==> config.mk <==
export PLATFORM = sky130hd
export DESIGN_NAME = sled_top
export DESIGN_NICKNAME = d
export VERILOG_FILES = /design/src/hdl/sled_pkg.sv /design/src/hdl/sled_blink.sv /design/src/hdl/sled_top.sv
export SDC_FILE = /design/constraint.sdc
export NUM_CORES = 1
export LEC_CHECK = 0
export ABC_CLOCK_PERIOD_IN_PS = 3120
export BUFFER_PORTS_ARGS = -buffer_cell sky130_fd_sc_hd__buf_2
export CAP_MARGIN = 20
export CORE_UTILIZATION = 36
export CTS_CLUSTER_DIAMETER = 200
export DETAILED_ROUTE_END_ITERATION = 10
export PLACE_DENSITY = 0.51
export SETUP_SLACK_MARGIN = 0.05
export SLEW_MARGIN = 20
export SYNTH_ARGS = -nofsm -noshare
export SYNTH_HDL_FRONTEND = slang
export SYNTH_SLANG_ARGS = --single-unit
==> constraint.sdc <==
create_clock -name CORE_CLK -period 3.12 [get_ports CORE_CLK]
set_clock_uncertainty 0.2 [all_clocks]
set_input_delay 0.312 -clock CORE_CLK [delete_from_list [all_inputs] [get_ports CORE_CLK]]
set_output_delay 0.312 -clock CORE_CLK [all_outputs]
set_load 0.01 [all_outputs]
==> src/hdl/sled_pkg.sv <==
// package: constants and carrier types for the status led controller
package sled_pkg;
    // blink timing
    localparam int          BLINK_HALF_MS  = 250;
    localparam int          CLK_MHZ        = 250;
    localparam int          BLINK_HALF_CYC = BLINK_HALF_MS * 1000 * CLK_MHZ;
    // error queue depth
    localparam int          ERRQ_DEPTH     = 8;
    // led colour codes {red, green}
    localparam logic [1:0]  COLOUR_OFF     = 2'h0;
    localparam logic [1:0]  COLOUR_GREEN   = 2'h1;
    localparam logic [1:0]  COLOUR_RED     = 2'h2;
    localparam logic [1:0]  COLOUR_AMBER   = 2'h3;
    // error codes returned by the error query
    localparam logic [7:0]  ERR_CODE_NONE  = 8'h00;
    localparam logic [7:0]  ERR_CODE_BUSY  = 8'h01;
    localparam logic [7:0]  ERR_CODE_FATAL = 8'hff;

    // event flags from the instrument controller
    typedef struct packed {
        logic       comm_active;
        logic       zero_active;
        logic       cmd_pulse;
        logic       err_push;
        logic [7:0] err_code;
        logic       err_query;
        logic       fatal;
    } sled_evt_t;

    // indication selected by priority
    typedef enum logic [3:0] {
        IND_IDLE  = 4'b0001,
        IND_GREEN = 4'b0010,
        IND_AMBER = 4'b0100,
        IND_RED   = 4'b1000
    } sled_ind_t;
endpackage

==> src/hdl/sled_blink.sv <==
// blink divider: toggles a phase after a programmable number of cycles
`timescale 1ns/1ps
module sled_blink
    import sled_pkg::*;
#(
    parameter int HALF_CYC = BLINK_HALF_CYC
) (
    // clock and reset
    input  wire logic clk,
    input  wire logic rst,
    // blink phase
    output logic      phase
);
    localparam int CW = $clog2(HALF_CYC + 1);
    logic [CW-1:0] cnt_q;
    logic [CW-1:0] cnt_d;
    logic          phase_q;
    logic          phase_d;

    // next count and phase
    always_comb begin
        cnt_d   = cnt_q + 1'b1;
        phase_d = phase_q;
        if (cnt_q == CW'(HALF_CYC - 1)) begin
            cnt_d   = '0;
            phase_d = ~phase_q;
        end
    end

    // registers
    always_ff @(posedge clk) begin
        if (rst) begin
            cnt_q   <= '0;
            phase_q <= 1'b0;
        end else begin
            cnt_q   <= cnt_d;
            phase_q <= phase_d;
        end
    end

    assign phase = phase_q;
endmodule

==> src/hdl/sled_top.sv <==
// top: status led controller with error queue and priority selection
// Function
// green blinks while the device is communicating with the host.
// a fatal hardware, system or self-test error blinks red as the top indication.
// while fatal, every other indication is suppressed.
// the fatal error message is returned by the error query.
// a queued non-fatal error lights steady red.
// reading the queued errors by error query clears steady red.
// amber is lit while zeroing is in progress.
// a command during zeroing records an error and turns the led steady red.
// the host should read queued errors promptly.
// priority is fatal blink, steady red, amber, then green blink.
`timescale 1ns/1ps
module sled_top
    import sled_pkg::*;
#(
    parameter int BLINK_CYC = BLINK_HALF_CYC,
    parameter int QDEPTH    = ERRQ_DEPTH
) (
    // clock and reset
    input  wire logic       CORE_CLK,
    input  wire logic       RST,
    // controller events
    input  wire sled_evt_t  EVT,
    // led drive
    output logic            LED_RED,
    output logic            LED_GREEN,
    // error query answer
    output logic            ERR_VALID,
    output logic [7:0]      ERR_DATA,
    output logic            ERR_PENDING
);
    localparam int QW = $clog2(QDEPTH + 1);
    localparam int AW = $clog2(QDEPTH);

    logic             phase;
    logic [7:0]       mem_q [QDEPTH];
    logic [AW-1:0]    wr_q, wr_d, rd_q, rd_d;
    logic [QW-1:0]    cnt_q, cnt_d;
    logic             fatal_q, fatal_d;
    logic             push;
    logic [7:0]       push_code;
    logic             pop;
    logic             vld_d;
    logic [7:0]       data_d;
    sled_ind_t        ind;
    logic             red_d, green_d;

    // blink phase source
    sled_blink #(
        .HALF_CYC (BLINK_CYC)
    ) u_blink (
        .clk   (CORE_CLK),
        .rst   (RST),
        .phase (phase)
    );

    // error push: explicit errors and commands during zeroing
    always_comb begin
        push      = 1'b0;
        push_code = ERR_CODE_NONE;
        if (EVT.err_push) begin
            push      = 1'b1;
            push_code = EVT.err_code;
        end else if (EVT.cmd_pulse && EVT.zero_active) begin
            push      = 1'b1;
            push_code = ERR_CODE_BUSY;
        end
    end

    // error queue pointers, fatal latch and query answer
    always_comb begin
        wr_d    = wr_q;
        rd_d    = rd_q;
        cnt_d   = cnt_q;
        fatal_d = fatal_q | EVT.fatal; // fatal sticks until reset
        pop     = EVT.err_query && (cnt_q != '0) && !fatal_q;
        vld_d   = EVT.err_query;
        data_d  = ERR_CODE_NONE;
        if (EVT.err_query) begin
            if (fatal_q) begin
                data_d = ERR_CODE_FATAL; // fatal message via query
            end else if (cnt_q != '0) begin
                data_d = mem_q[rd_q];
            end
        end
        if (pop) begin
            rd_d = (rd_q == AW'(QDEPTH - 1)) ? '0 : rd_q + 1'b1; // read clears
        end
        if (push && cnt_q != QW'(QDEPTH) || push && pop) begin
            wr_d = (wr_q == AW'(QDEPTH - 1)) ? '0 : wr_q + 1'b1; // queue error
        end
        if ((push && cnt_q != QW'(QDEPTH) || push && pop) && !pop) begin
            cnt_d = cnt_q + 1'b1;
        end else if (pop && !push) begin
            cnt_d = cnt_q - 1'b1;
        end
    end

    // priority selection of the indication
    always_comb begin
        ind = IND_IDLE;
        if (cnt_q != '0) begin
            ind = IND_RED;
        end else if (EVT.zero_active) begin
            ind = IND_AMBER;
        end else if (EVT.comm_active) begin
            ind = IND_GREEN;
        end
        red_d   = 1'b0;
        green_d = 1'b0;
        if (fatal_q) begin
            red_d = phase; // overrides all else
        end else begin
            case (ind)
                IND_RED: begin
                    red_d = 1'b1;
                end
                IND_AMBER: begin
                    red_d   = 1'b1;
                    green_d = 1'b1;
                end
                IND_GREEN: begin
                    green_d = phase;
                end
                default: begin
                    red_d   = 1'b0;
                    green_d = 1'b0;
                end
            endcase
        end
    end

    // queue storage
    always_ff @(posedge CORE_CLK) begin
        if (push && (cnt_q != QW'(QDEPTH) || pop)) begin
            mem_q[wr_q] <= push_code;
        end
    end

    // state and output registers
    always_ff @(posedge CORE_CLK) begin
        if (RST) begin
            wr_q        <= '0;
            rd_q        <= '0;
            cnt_q       <= '0;
            fatal_q     <= 1'b0;
            LED_RED     <= 1'b0;
            LED_GREEN   <= 1'b0;
            ERR_VALID   <= 1'b0;
            ERR_DATA    <= ERR_CODE_NONE;
            ERR_PENDING <= 1'b0;
        end else begin
            wr_q        <= wr_d;
            rd_q        <= rd_d;
            cnt_q       <= cnt_d;
            fatal_q     <= fatal_d;
            LED_RED     <= red_d;
            LED_GREEN   <= green_d;
            ERR_VALID   <= vld_d;
            ERR_DATA    <= data_d;
            ERR_PENDING <= (cnt_d != '0) || fatal_d;
        end
    end

    // checks
    a_fatal_no_green: assert property (@(posedge CORE_CLK) disable iff (RST)
        fatal_q |=> !LED_GREEN) else $error("green shown during fatal");
    a_fatal_query: assert property (@(posedge CORE_CLK) disable iff (RST)
        fatal_q && EVT.err_query |=> ERR_VALID && ERR_DATA == ERR_CODE_FATAL)
        else $error("fatal message not returned");
    a_red_steady: assert property (@(posedge CORE_CLK) disable iff (RST)
        !fatal_q && cnt_q != '0 |=> LED_RED && !LED_GREEN)
        else $error("queued error not steady red");
    a_query_clears: assert property (@(posedge CORE_CLK) disable iff (RST)
        !fatal_q && cnt_q == QW'(1) && EVT.err_query && !push |=> cnt_q == '0)
        else $error("query did not clear error");
    a_amber_zero: assert property (@(posedge CORE_CLK) disable iff (RST)
        !fatal_q && cnt_q == '0 && EVT.zero_active |=> LED_RED && LED_GREEN)
        else $error("amber missing while zeroing");
    // a fatal in the same cycle would turn the red steady into a blink
    a_busy_error: assert property (@(posedge CORE_CLK) disable iff (RST)
        !fatal_q && !EVT.fatal && EVT.cmd_pulse && EVT.zero_active && cnt_q == '0
        |=> ##1 LED_RED && !LED_GREEN) else $error("command in zeroing not red");
    a_green_blink: assert property (@(posedge CORE_CLK) disable iff (RST)
        !fatal_q && cnt_q == '0 && !EVT.zero_active && EVT.comm_active
        |=> LED_GREEN == $past(phase) && !LED_RED) else $error("green blink wrong");
    a_fatal_blink: assert property (@(posedge CORE_CLK) disable iff (RST)
        EVT.fatal |=> ##1 LED_RED == $past(phase)) else $error("fatal not blinking red");
    c_fatal: cover property (@(posedge CORE_CLK) disable iff (RST) EVT.fatal);
    c_busy: cover property (@(posedge CORE_CLK) disable iff (RST) EVT.cmd_pulse && EVT.zero_active);
    c_clear: cover property (@(posedge CORE_CLK) disable iff (RST) pop ##1 cnt_q == '0);
endmodule

## Word level (Yosys, flattened, before mapping)

Memories as Yosys holds them, arrays and structs flattened. A register that Yosys moved wholly into a read port is not among the register bits.
Cells that the tools add are included.

- Flip-flop bits (word level): 50
- Latch bits: 0
- Bits in writable memories: 64
- ROM bits: 0
- Bits of input ports: 16
- Output and inout bits: 12
- Logic and storage cells: 67
- Memories: 1

Memory list:

| memory | depth | width | read ports | clocked after memory_dff | wr ports | line | RTL |
|---|---|---|---|---|---|---|---|
| mem_q | 8 | 8 | 1 | 1 | 1 | sled_top.sv:37 | `logic [7:0] mem_q [QDEPTH];` |

- Add/sub/neg operators: 5
- Multipliers: 0
- Div/mod/pow operators: 0
- Order comparisons: 0
- Equality and inequality tests: 7
- Shifts and indexed selects: 0
- Mux-type cells: 20
- Bitwise operators: 3
- Reduce and logical (&&, ||, !) cells: 20

Operator list:

| kind | count |
|---|---|
| adder 26 x 1 -> 26 bit, second input constant | 1 |
| == test 26 bit, second input constant | 1 |
| two-way mux 8 bit | 3 |
| two-way mux 3 bit | 5 |
| two-way mux 4 bit | 3 |
| logical AND 1 bit | 8 |
| nonzero test 4 bit | 2 |
| OR reduction 2 bit | 4 |
| two-way mux 1 bit | 7 |
| adder 3 x 1 -> 3 bit, second input constant | 2 |
| == test 3 bit, second input constant | 2 |
| adder 4 x 1 -> 4 bit, second input constant | 1 |
| == test 4 x 2 -> 1 bit, second input constant | 1 |
| == test 4 x 3 -> 1 bit, second input constant | 1 |
| == test 4 bit, second input constant | 1 |
| inequality test 4 bit, second input constant | 1 |
| subtractor 4 x 1 -> 4 bit, second input constant | 1 |
| zero test 1 bit | 3 |
| logical OR 1 bit | 3 |
| two-way mux 2 bit | 1 |
| NOT 1 bit | 2 |
| one-hot mux 1 bit (2 select lines) | 1 |
| bitwise OR 1 bit | 1 |

## Logic depth before layout (Yosys ltp)

Gate-level depths: netlist of the first run.

- Depth after elaboration: 9
- Depth in mapped cells: 9
- Gate-level depth less buffers: 7

## Modules after synthesis

A second synthesis of the first run with hierarchy kept.

- Cell total of the unflattened synthesis: 401
- Area total of the unflattened synthesis: 5,023.6 µm²

Modules (own cells, without submodules):

| module | times used | cells each | area each (µm²) | seq. area each (µm²) |
|---|---|---|---|---|
| sled_top | 1 | 244 | 3,711.1 | 2,442.3 |
| sled_blink | 1 | 157 | 1,312.5 | 540.5 |

## Least setup slack after synthesis of the first run

Ideal clock, no wire load.

- Kind: register to register
- Start point: register cnt_q[0]
- End point: memory mem_q[4][0] (enable)
- Library setup time: 398 ps
- Arrival time: 2,186 ps
- Data required time: 2,522 ps
- Setup slack: 336 ps
- Stages on the path, launching flop included: 7
- Path buffers: 1
- Period minus slack after synthesis: 2,784 ps
- Cells stage by stage: dfxtp_1 > clkbuf_1 > inv_1 > ha_1 > nand3b_1 > o21ai_1 > nor4b_1

- Word-level cells in the longest chain between the ends: 7
- Elaborated cells between the ends (all ways): 8
- Classes of those cells: eq/ne (1); mux (2); reduce/logical (5)

RTL lines:

| item | line | RTL |
|---|---|---|
| start, declared | sled_top.sv:39 | `logic [QW-1:0] cnt_q, cnt_d;` |
| start signal, assigned | sled_top.sv:156 | `cnt_q <= cnt_d;` |
| nonzero test 4 bit | sled_top.sv:77 | `pop = EVT.err_query && (cnt_q != '0) && !fatal_q;` |
| logical AND 1 bit (2 in a row) | sled_top.sv:77 |  |
| logical OR 1 bit (*) | sled_top.sv:136 | `if (push && (cnt_q != QW'(QDEPTH) \|\| pop)) begin` |
| logical AND 1 bit (*) | sled_top.sv:136 |  |
| two-way mux 1 bit (*) | sled_top.sv:136 |  |
| two-way mux 1 bit (not written as such) (*) | sled_top.sv:137 | `mem_q[wr_q] <= push_code;` |
| end, declared | sled_top.sv:37 |  |

Every way passes the cells marked *; elsewhere a longest branch is shown, timed or not.

## Final worst setup path of the first run

- Start point: register cnt_q[0]
- End point: register ERR_PENDING

- Word-level cells in the longest chain between the ends: 9
- Elaborated cells between the ends (all ways): 16
- Classes of those cells: add/sub (2); eq/ne (1); mux (2); reduce/logical (11)

RTL lines:

| item | line | RTL |
|---|---|---|
| branches (longest 6 deep; another with subtractor 4 x 1 -> 4 bit) | n/a |  |
| two-way mux 4 bit (*) | sled_top.sv:93 | `if ((push && cnt_q != QW'(QDEPTH) \|\| push && pop) && !pop) begin` |
| nonzero test 4 bit (*) | sled_top.sv:162 | `ERR_PENDING <= (cnt_d != '0) \|\| fatal_d;` |
| logical OR 1 bit (*) | sled_top.sv:162 |  |
| end signal, assigned | sled_top.sv:162 |  |
| end, declared | sled_top.sv:31 | `output logic ERR_PENDING` |

Mark *: on every way between the ends.
A chain may end at the register's enable or synchronous reset.

==> metrics.log, run 1 <==
INFO  metric critical_path.max_stage_delay = 640 ps
INFO  metric die_footprint = 0.0138 mm^2
INFO  metric gr-max-usage-layer = met2
INFO  metric r2r_setup_slack = 700 ps
INFO  metric hpwl = 6210 um
INFO  metric master_of_the_slowest_instance_on_the_critical_path = sky130_fd_sc_hd__or3b_2
INFO  metric critPathRequiredTime = 3190 ps
INFO  metric use_met1 = 18.6%
INFO  metric yosysUniqueCellTypes = 45
INFO  metric ys_warn_count = 0
INFO  metric antennaDiodeCount = 0
INFO  metric pins_over_slew_limit = 0
INFO  metric grt_antenna_before_repair = 0
INFO  metric syn_area_per_cell = 13.1 um^2
INFO  metric final_core_util = 45.1%
INFO  metric synth.cell_area = 0.00480 mm^2
INFO  metric totalNegativeSetupSlack = 0 ps
INFO  metric worstSetupStartpointType = flop
INFO  metric pwr-share-seq = 42.3%
INFO  metric ys_async_sr_fraction = 0%
INFO  metric cp_max_fo = 14
INFO  metric crit_path_start = cnt_q[0]
INFO  metric final_number_of_setup_violating_endpoints = 0
INFO  metric run_status = finished, final reports clean
INFO  metric post_layout_nonfiller_instances = 594
INFO  metric maxCapViolCount = 0
INFO  metric gp_routability_congestion = 0.811
INFO  metric endpoint_of_the_worst_slack_reg_to_reg_timing_path = ERR_PENDING
INFO  metric tritoncts = yes
INFO  metric cts-hold-fix-buffers = 1
INFO  metric globalRouteMet2Util = 24.7%
INFO  metric worst_hold_path_depth = 2
INFO  metric period_needed = 2420 ps
INFO  metric number_of_cells_on_the_critical_path = 7
INFO  metric power_per_cell_area = 726 mW/mm^2
INFO  metric first_pass_grt_wire_length = 15800 um
INFO  metric switching_power = 0.000979 W
INFO  metric cts_setup_buffers = 0
INFO  metric ys_seq_elements = 117
INFO  metric last_element_of_the_critical_path = ERR_PENDING
INFO  metric ios = 28
INFO  metric crit_type = reg -> reg
INFO  metric relative_slew_margins = 45.3%
INFO  metric netlist_instances = 367
INFO  metric number_of_search_and_repair_iterations_in_the_first_detailed_routing_pass = 5
INFO  metric vias_per_cell = 4.95
INFO  metric tritoncts_num_sinks = 117
INFO  metric die_h = 117 um
INFO  metric sw_share = 23.3%
INFO  metric num_vias = 2939
INFO  metric clk_transition_reported_paths = 50 ps
INFO  metric power.leakage = 2.11 nW
INFO  metric ys_seq_area_share = 62.1%
INFO  metric drt_iter0_markers = 193
INFO  metric drt_wl_total = 9370 um
INFO  metric grt.met3_usage = 4.31%
INFO  metric power_frac_comb = 12.0%
INFO  metric synth-edff-count = 64
INFO  metric fp.dieW = 117 um
INFO  metric finalHoldWorstSlack = 60.6 ps
INFO  metric grt_start_max_net_pins = 27
INFO  metric vias_in_the_first_global_route = 3035
INFO  metric timing.critical_path.to_type = flop
INFO  metric postRouteAntennaNets = 0
INFO  metric critPathBufInv = 1
INFO  metric rr_startpoint = cnt_q[0]
INFO  metric fp.coreArea = 0.0128 mm^2
INFO  metric ir_drop = 388 uV
INFO  metric finalInstanceArea = 0.00579 mm^2
INFO  metric grt_setup_unrepaired = no
INFO  metric insertion_delay = 410 ps
INFO  metric cts-buffers-inserted = 17
INFO  metric grt_ovf = 0
INFO  metric area.growth.synth_to_final = 20.6%
INFO  metric postSynthNetCount = 390
INFO  metric intPower = 0.00322 W
INFO  metric worst_pin_slew = 819 ps
INFO  metric nets = 432
INFO  metric post_drt_wl_per_cell = 15.8 um
INFO  metric post_cts.resized_instances = 0
INFO  metric worst_path_dominant_cell_family = simple AND/OR/NAND/NOR gates
INFO  metric hold_class = in -> reg
INFO  metric cts_root_buf = sky130_fd_sc_hd__clkbuf_16
INFO  metric hp-start = RST
INFO  metric std_cell_rows = 41
INFO  metric timing.critical_path.cells = inv_1 -> ha_1 -> or3b_2 -> nand2_1 -> o22ai_1 -> xnor2_1 -> a41oi_1
INFO  metric port_buffers = 27
INFO  metric synth_flop_cell = sky130_fd_sc_hd__edfxtp_1
INFO  metric timing.fmax = 414 MHz
INFO  metric placedInstanceArea = 0.00516 mm^2
INFO  metric initial_utilization = 37.4%
INFO  metric number_of_instances_in_the_placed_design = 561
INFO  metric fin_crit_sh = 77.4%
INFO  metric clk_path_buf_depth = 2
INFO  metric route.detailed.drc = 0
INFO  metric grt_util_all_layers = 15.2%
INFO  metric cp.arrival = 2480 ps
INFO  metric final_layout_size_suffix_gt1_share = 24.4%
INFO  metric h-tree-depth = 4
INFO  metric reg2regPathDepth = 7
INFO  metric clock_power_share = 45.8%
INFO  metric finalHoldViolCount = 0
==> cell type report <==
cell class	instances	area (um^2)
Clock buffer	26	584
Clock inverter	6	30.0
Fill cell	1195	7040
Inverter	8	30.0
Multi-Input combinational cell	225	1710
Sequential cell	117	2980
Tap cell	172	215
Timing Repair Buffer	40	235
==> flip-flops by register name, indices dropped and copies added (netlist names), named ones only <==
register       count
LED_RED            1
ERR_DATA           8
ERR_VALID          1
wr_q               3
ERR_PENDING        1
cnt_q              4
mem_q             64
rd_q               3
LED_GREEN          1
u_blink.phase      1
u_blink.cnt_q     26
fatal_q            1
==> stage by stage <==
step           power (W)  setup WS, ps
2_1_floorplan    0.00218           336
3_3_place_gp     0.00231           806
3_5_place_dp     0.00232           665
4_1_cts          0.00426           651
5_1_grt          0.00440           589
6_report         0.00420           705
==> power by group through the flow <==
stage | Sequential, W | Combinational [W] | Clock (W)
floorplan | 0.00179 | 0.000387 | 0
global placement | 0.00180 | 0.000507 | 0
detailed placement | 0.00181 | 0.000509 | 0
CTS | 0.00178 | 0.000512 | 0.00197
global route | 0.00179 | 0.000562 | 0.00205
finish | 0.00178 | 0.000502 | 0.00192
==> cell usage in the layout, fill, tap and decap left out, drive strengths merged, types with 9 or more instances in the layout <==
cell type   n
nand3      16
clkbuf     26
nor2       48
nand4      10
nand2      16
buf        39
a21oi      16
edfxtp     64
xnor2       9
dfxtp      53
xor2       18
mux4       16
==> kinds of logic (layout without fill, tap and decap cells) <==
kind of cell,count (synthesis),count (layout),synth area share [%]
buffers and inverters,25,80,2.63
adders and majority gates,7,7,1.82
and+or+nand+nor,137,137,15.2
AOI/OAI and AO/OA,28,28,3.44
muxes,26,26,9.80
xor gates and xnor gates,27,27,4.93
DFF,117,117,62.1
==> cell usage after synthesis, types with 7 or more instances <==
cell / number / area share (%)
sky130_fd_sc_hd__dfxtp_1: 53 / 22
sky130_fd_sc_hd__nor2_1: 48 / 3.8
sky130_fd_sc_hd__xnor2_1: 9 / 1.6
sky130_fd_sc_hd__a21oi_1: 16 / 1.7
sky130_fd_sc_hd__nand4_1: 10 / 1.3
sky130_fd_sc_hd__xor2_1: 18 / 3.3
sky130_fd_sc_hd__mux2_2: 8 / 1.9
sky130_fd_sc_hd__nand3_1: 16 / 1.7
sky130_fd_sc_hd__clkbuf_1: 12 / 0.94
sky130_fd_sc_hd__ha_1: 7 / 1.8
sky130_fd_sc_hd__nand2_1: 16 / 1.3
sky130_fd_sc_hd__edfxtp_1: 64 / 40
sky130_fd_sc_hd__and3_1: 8 / 1.0
sky130_fd_sc_hd__mux4_2: 16 / 7.5
sky130_fd_sc_hd__and2_1: 7 / 0.91
sky130_fd_sc_hd__inv_1: 8 / 0.63
==> per-layer routing <==
layer,up-vias,wire [um]
met5,-,0
met4,0,107
met3,8,219
met2,34,4840
met1,1459,4200
li1,1438,-
==> worst min path at each step <==
stage	endpoint	slack [ps]
2_1_floorplan	u_blink.cnt_q[0]	230
3_3_place_gp	u_blink.cnt_q[0]	240
3_5_place_dp	u_blink.cnt_q[0]	260
4_1_cts	u_blink.phase	50
5_1_grt	cnt_q[2]	70
6_report	u_blink.phase	60
(Power assumes the default switching activity.)
==> run 2: changes to the inputs <==
- ABC_CLOCK_PERIOD_IN_PS: 3120 -> 2200
- PLACE_DENSITY: 0.51 -> 0.53
- clock period: 3.12 -> 2.2 ns (I/O delays scaled with it)
==> metrics.log, run 2 (synthesized netlist as in run 1, its figures left out) <==
INFO  metric run_status = finished, final reports clean
INFO  metric number_of_search_and_repair_iterations_in_the_first_detailed_routing_pass = 4
INFO  metric clock_power_share = 48.8%
INFO  metric totalNegativeSetupSlack = 0 ps
INFO  metric h-tree-depth = 4
INFO  metric fp.coreArea = 0.0128 mm^2
INFO  metric pins_over_slew_limit = 0
INFO  metric final_number_of_setup_violating_endpoints = 0
INFO  metric antennaDiodeCount = 0
INFO  metric cts_root_buf = sky130_fd_sc_hd__clkbuf_16
INFO  metric tritoncts = yes
INFO  metric grt_ovf = 0
INFO  metric clk_path_buf_depth = 2
INFO  metric drt_iter0_markers = 159
INFO  metric first_pass_grt_wire_length = 15500 um
INFO  metric power.leakage = 2.28 nW
INFO  metric finalInstanceArea = 0.00622 mm^2
INFO  metric hpwl = 6390 um
INFO  metric gp_routability_congestion = 0.738
INFO  metric initial_utilization = 37.4%
INFO  metric grt_start_max_net_pins = 18
INFO  metric insertion_delay = 410 ps
INFO  metric timing.fmax = 478 MHz
INFO  metric critPathRequiredTime = 2280 ps
INFO  metric biggestRegsByFlops = mem_q (64), u_blink.cnt_q (26), ERR_DATA (8)
INFO  metric post_layout_nonfiller_instances = 617
INFO  metric hold_class = in -> reg
INFO  metric grt_util_all_layers = 14.9%
INFO  metric fillers = 1141
INFO  metric most_common_cell_after_layout_fill_and_taps_aside = sky130_fd_sc_hd__edfxtp_1
INFO  metric pwr-share-seq = 37.3%
INFO  metric period_needed = 2090 ps
INFO  metric clk_transition_reported_paths = 50 ps
INFO  metric layout_common_cells = sky130_fd_sc_hd__edfxtp_1 (64), sky130_fd_sc_hd__dfxtp_1 (51), sky130_fd_sc_hd__nor2_1 (47), sky130_fd_sc_hd__buf_2 (27), sky130_fd_sc_hd__buf_4 (23)
INFO  metric largest-register = mem_q
INFO  metric crit_type = reg -> reg
INFO  metric fp.dieW = 117 um
INFO  metric worst_pin_slew = 526 ps
INFO  metric vias_per_cell = 4.89
INFO  metric power_per_cell_area = 1070 mW/mm^2
INFO  metric largest_reg_flops = 64
INFO  metric nets = 455
INFO  metric placedInstanceArea = 0.00536 mm^2
INFO  metric postRouteAntennaNets = 0
INFO  metric cp_max_fo = 7
INFO  metric intPower = 0.00521 W
INFO  metric grt_antenna_before_repair = 0
INFO  metric post_drt_wl_per_cell = 15.6 um
INFO  metric maxCapViolCount = 0
INFO  metric grt_setup_unrepaired = yes
INFO  metric final_layout_size_suffix_gt1_share = 28.8%
INFO  metric ios = 28
INFO  metric timing.critical_path.to_type = flop
INFO  metric fin_crit_sh = 95.2%
INFO  metric die_footprint = 0.0138 mm^2
INFO  metric sw_share = 21.7%
INFO  metric drt_wl_total = 9640 um
INFO  metric route.detailed.drc = 0
INFO  metric port_buffers = 27
INFO  metric power_frac_comb = 13.9%
INFO  metric finalHoldViolCount = 0
INFO  metric die_h = 117 um
INFO  metric cp.arrival = 2170 ps
INFO  metric vias_in_the_first_global_route = 3003
INFO  metric tritoncts_num_sinks = 117
INFO  metric relative_slew_margins = 64.7%
INFO  metric ir_drop = 590 uV
INFO  metric num_vias = 3015
INFO  metric area.growth.synth_to_final = 29.6%
INFO  metric switching_power = 0.00144 W
INFO  metric number_of_instances_in_the_placed_design = 577
INFO  metric cts-buffers-inserted = 17
INFO  metric std_cell_rows = 41
INFO  metric worstSetupStartpointType = flop
[run 2: changes by cell type in the layout (fill, tap and decap cells not counted), sizes merged]
cell	change
clkbuf	-6
dlygate4sd3	+3
bufinv	+8
buf	+20
clkinv	-2
[run 2: cell type report]
class / count / area (um^2) / area share, %
Clock inverter: 12 / 255 / 4.10
Sequential cell: 117 / 2990 / 48.0
Multi-Input combinational cell: 225 / 1800 / 29.0
Timing Repair Buffer: 63 / 493 / 7.93
Clock buffer: 20 / 437 / 7.02
Tap cell: 172 / 215 / 3.46
Inverter: 8 / 30.0 / 0.483
[run 2: metal layers]
layer,track usage [%],wire (um),vias to the layer above
met1,18.4,4390,1470
met3,5.43,366,10
met5,0,0,-
met4,4.57,99,0
met2,24.4,4780,44
li1,-,-,1491
[run 2: critical path: stages (launching register included)]
cell and delay, ps:
sky130_fd_sc_hd__dfxtp_2 310, sky130_fd_sc_hd__inv_1 50, sky130_fd_sc_hd__ha_2 180, sky130_fd_sc_hd__buf_4 130, sky130_fd_sc_hd__or3b_2 500, sky130_fd_sc_hd__nand2_4 130, sky130_fd_sc_hd__o22ai_1 90, sky130_fd_sc_hd__xnor2_1 230
sky130_fd_sc_hd__a41oi_1 140
[run 2: final timing paths]
path                    start          endpoint  slack [ps]  cells past startpoint
min                   EVT[12]           LED_RED          70                      4
min reg2reg  u_blink.cnt_q[0]  u_blink.cnt_q[0]         260                      1
max                  cnt_q[0]       ERR_PENDING         110                      8
max reg2reg          cnt_q[0]       ERR_PENDING         110                      8
[run 2: timing repair]
action,in CTS,in global routing
pin swaps,1,6
endpoints found under the setup margin,32,74
resized for setup,3,11
setup buffers,1,5
cloned,0,0
hold endpoints to repair,9,0
hold buffers,4,0
[run 2: power groups by stage]
stage / clock, W / combinational [W] / sequential (W)
after global routing: 0.00340 / 0.00102 / 0.00249
after floorplan: 0 / 0.000568 / 0.00254
after global placement: 0 / 0.000859 / 0.00252
after detailed placement: 0 / 0.000874 / 0.00252
final: 0.00325 / 0.000927 / 0.00248
after CTS: 0.00332 / 0.000903 / 0.00248
[run 2: per-stage QoR]
stage / utilization, % / worst slack [ps] / hold WS (ps) / power (W)
5_1_grt: 48.5 / 0.176 / 121 / 0.00691
2_1_floorplan: - / 57.1 / 156 / 0.00311
3_3_place_gp: 41.8 / 105 / 243 / 0.00338
4_1_cts: 47.8 / 62.4 / 56.5 / 0.00670
3_5_place_dp: 41.8 / 11.6 / 253 / 0.00339
6_report: 48.5 / 106 / 71.4 / 0.00666
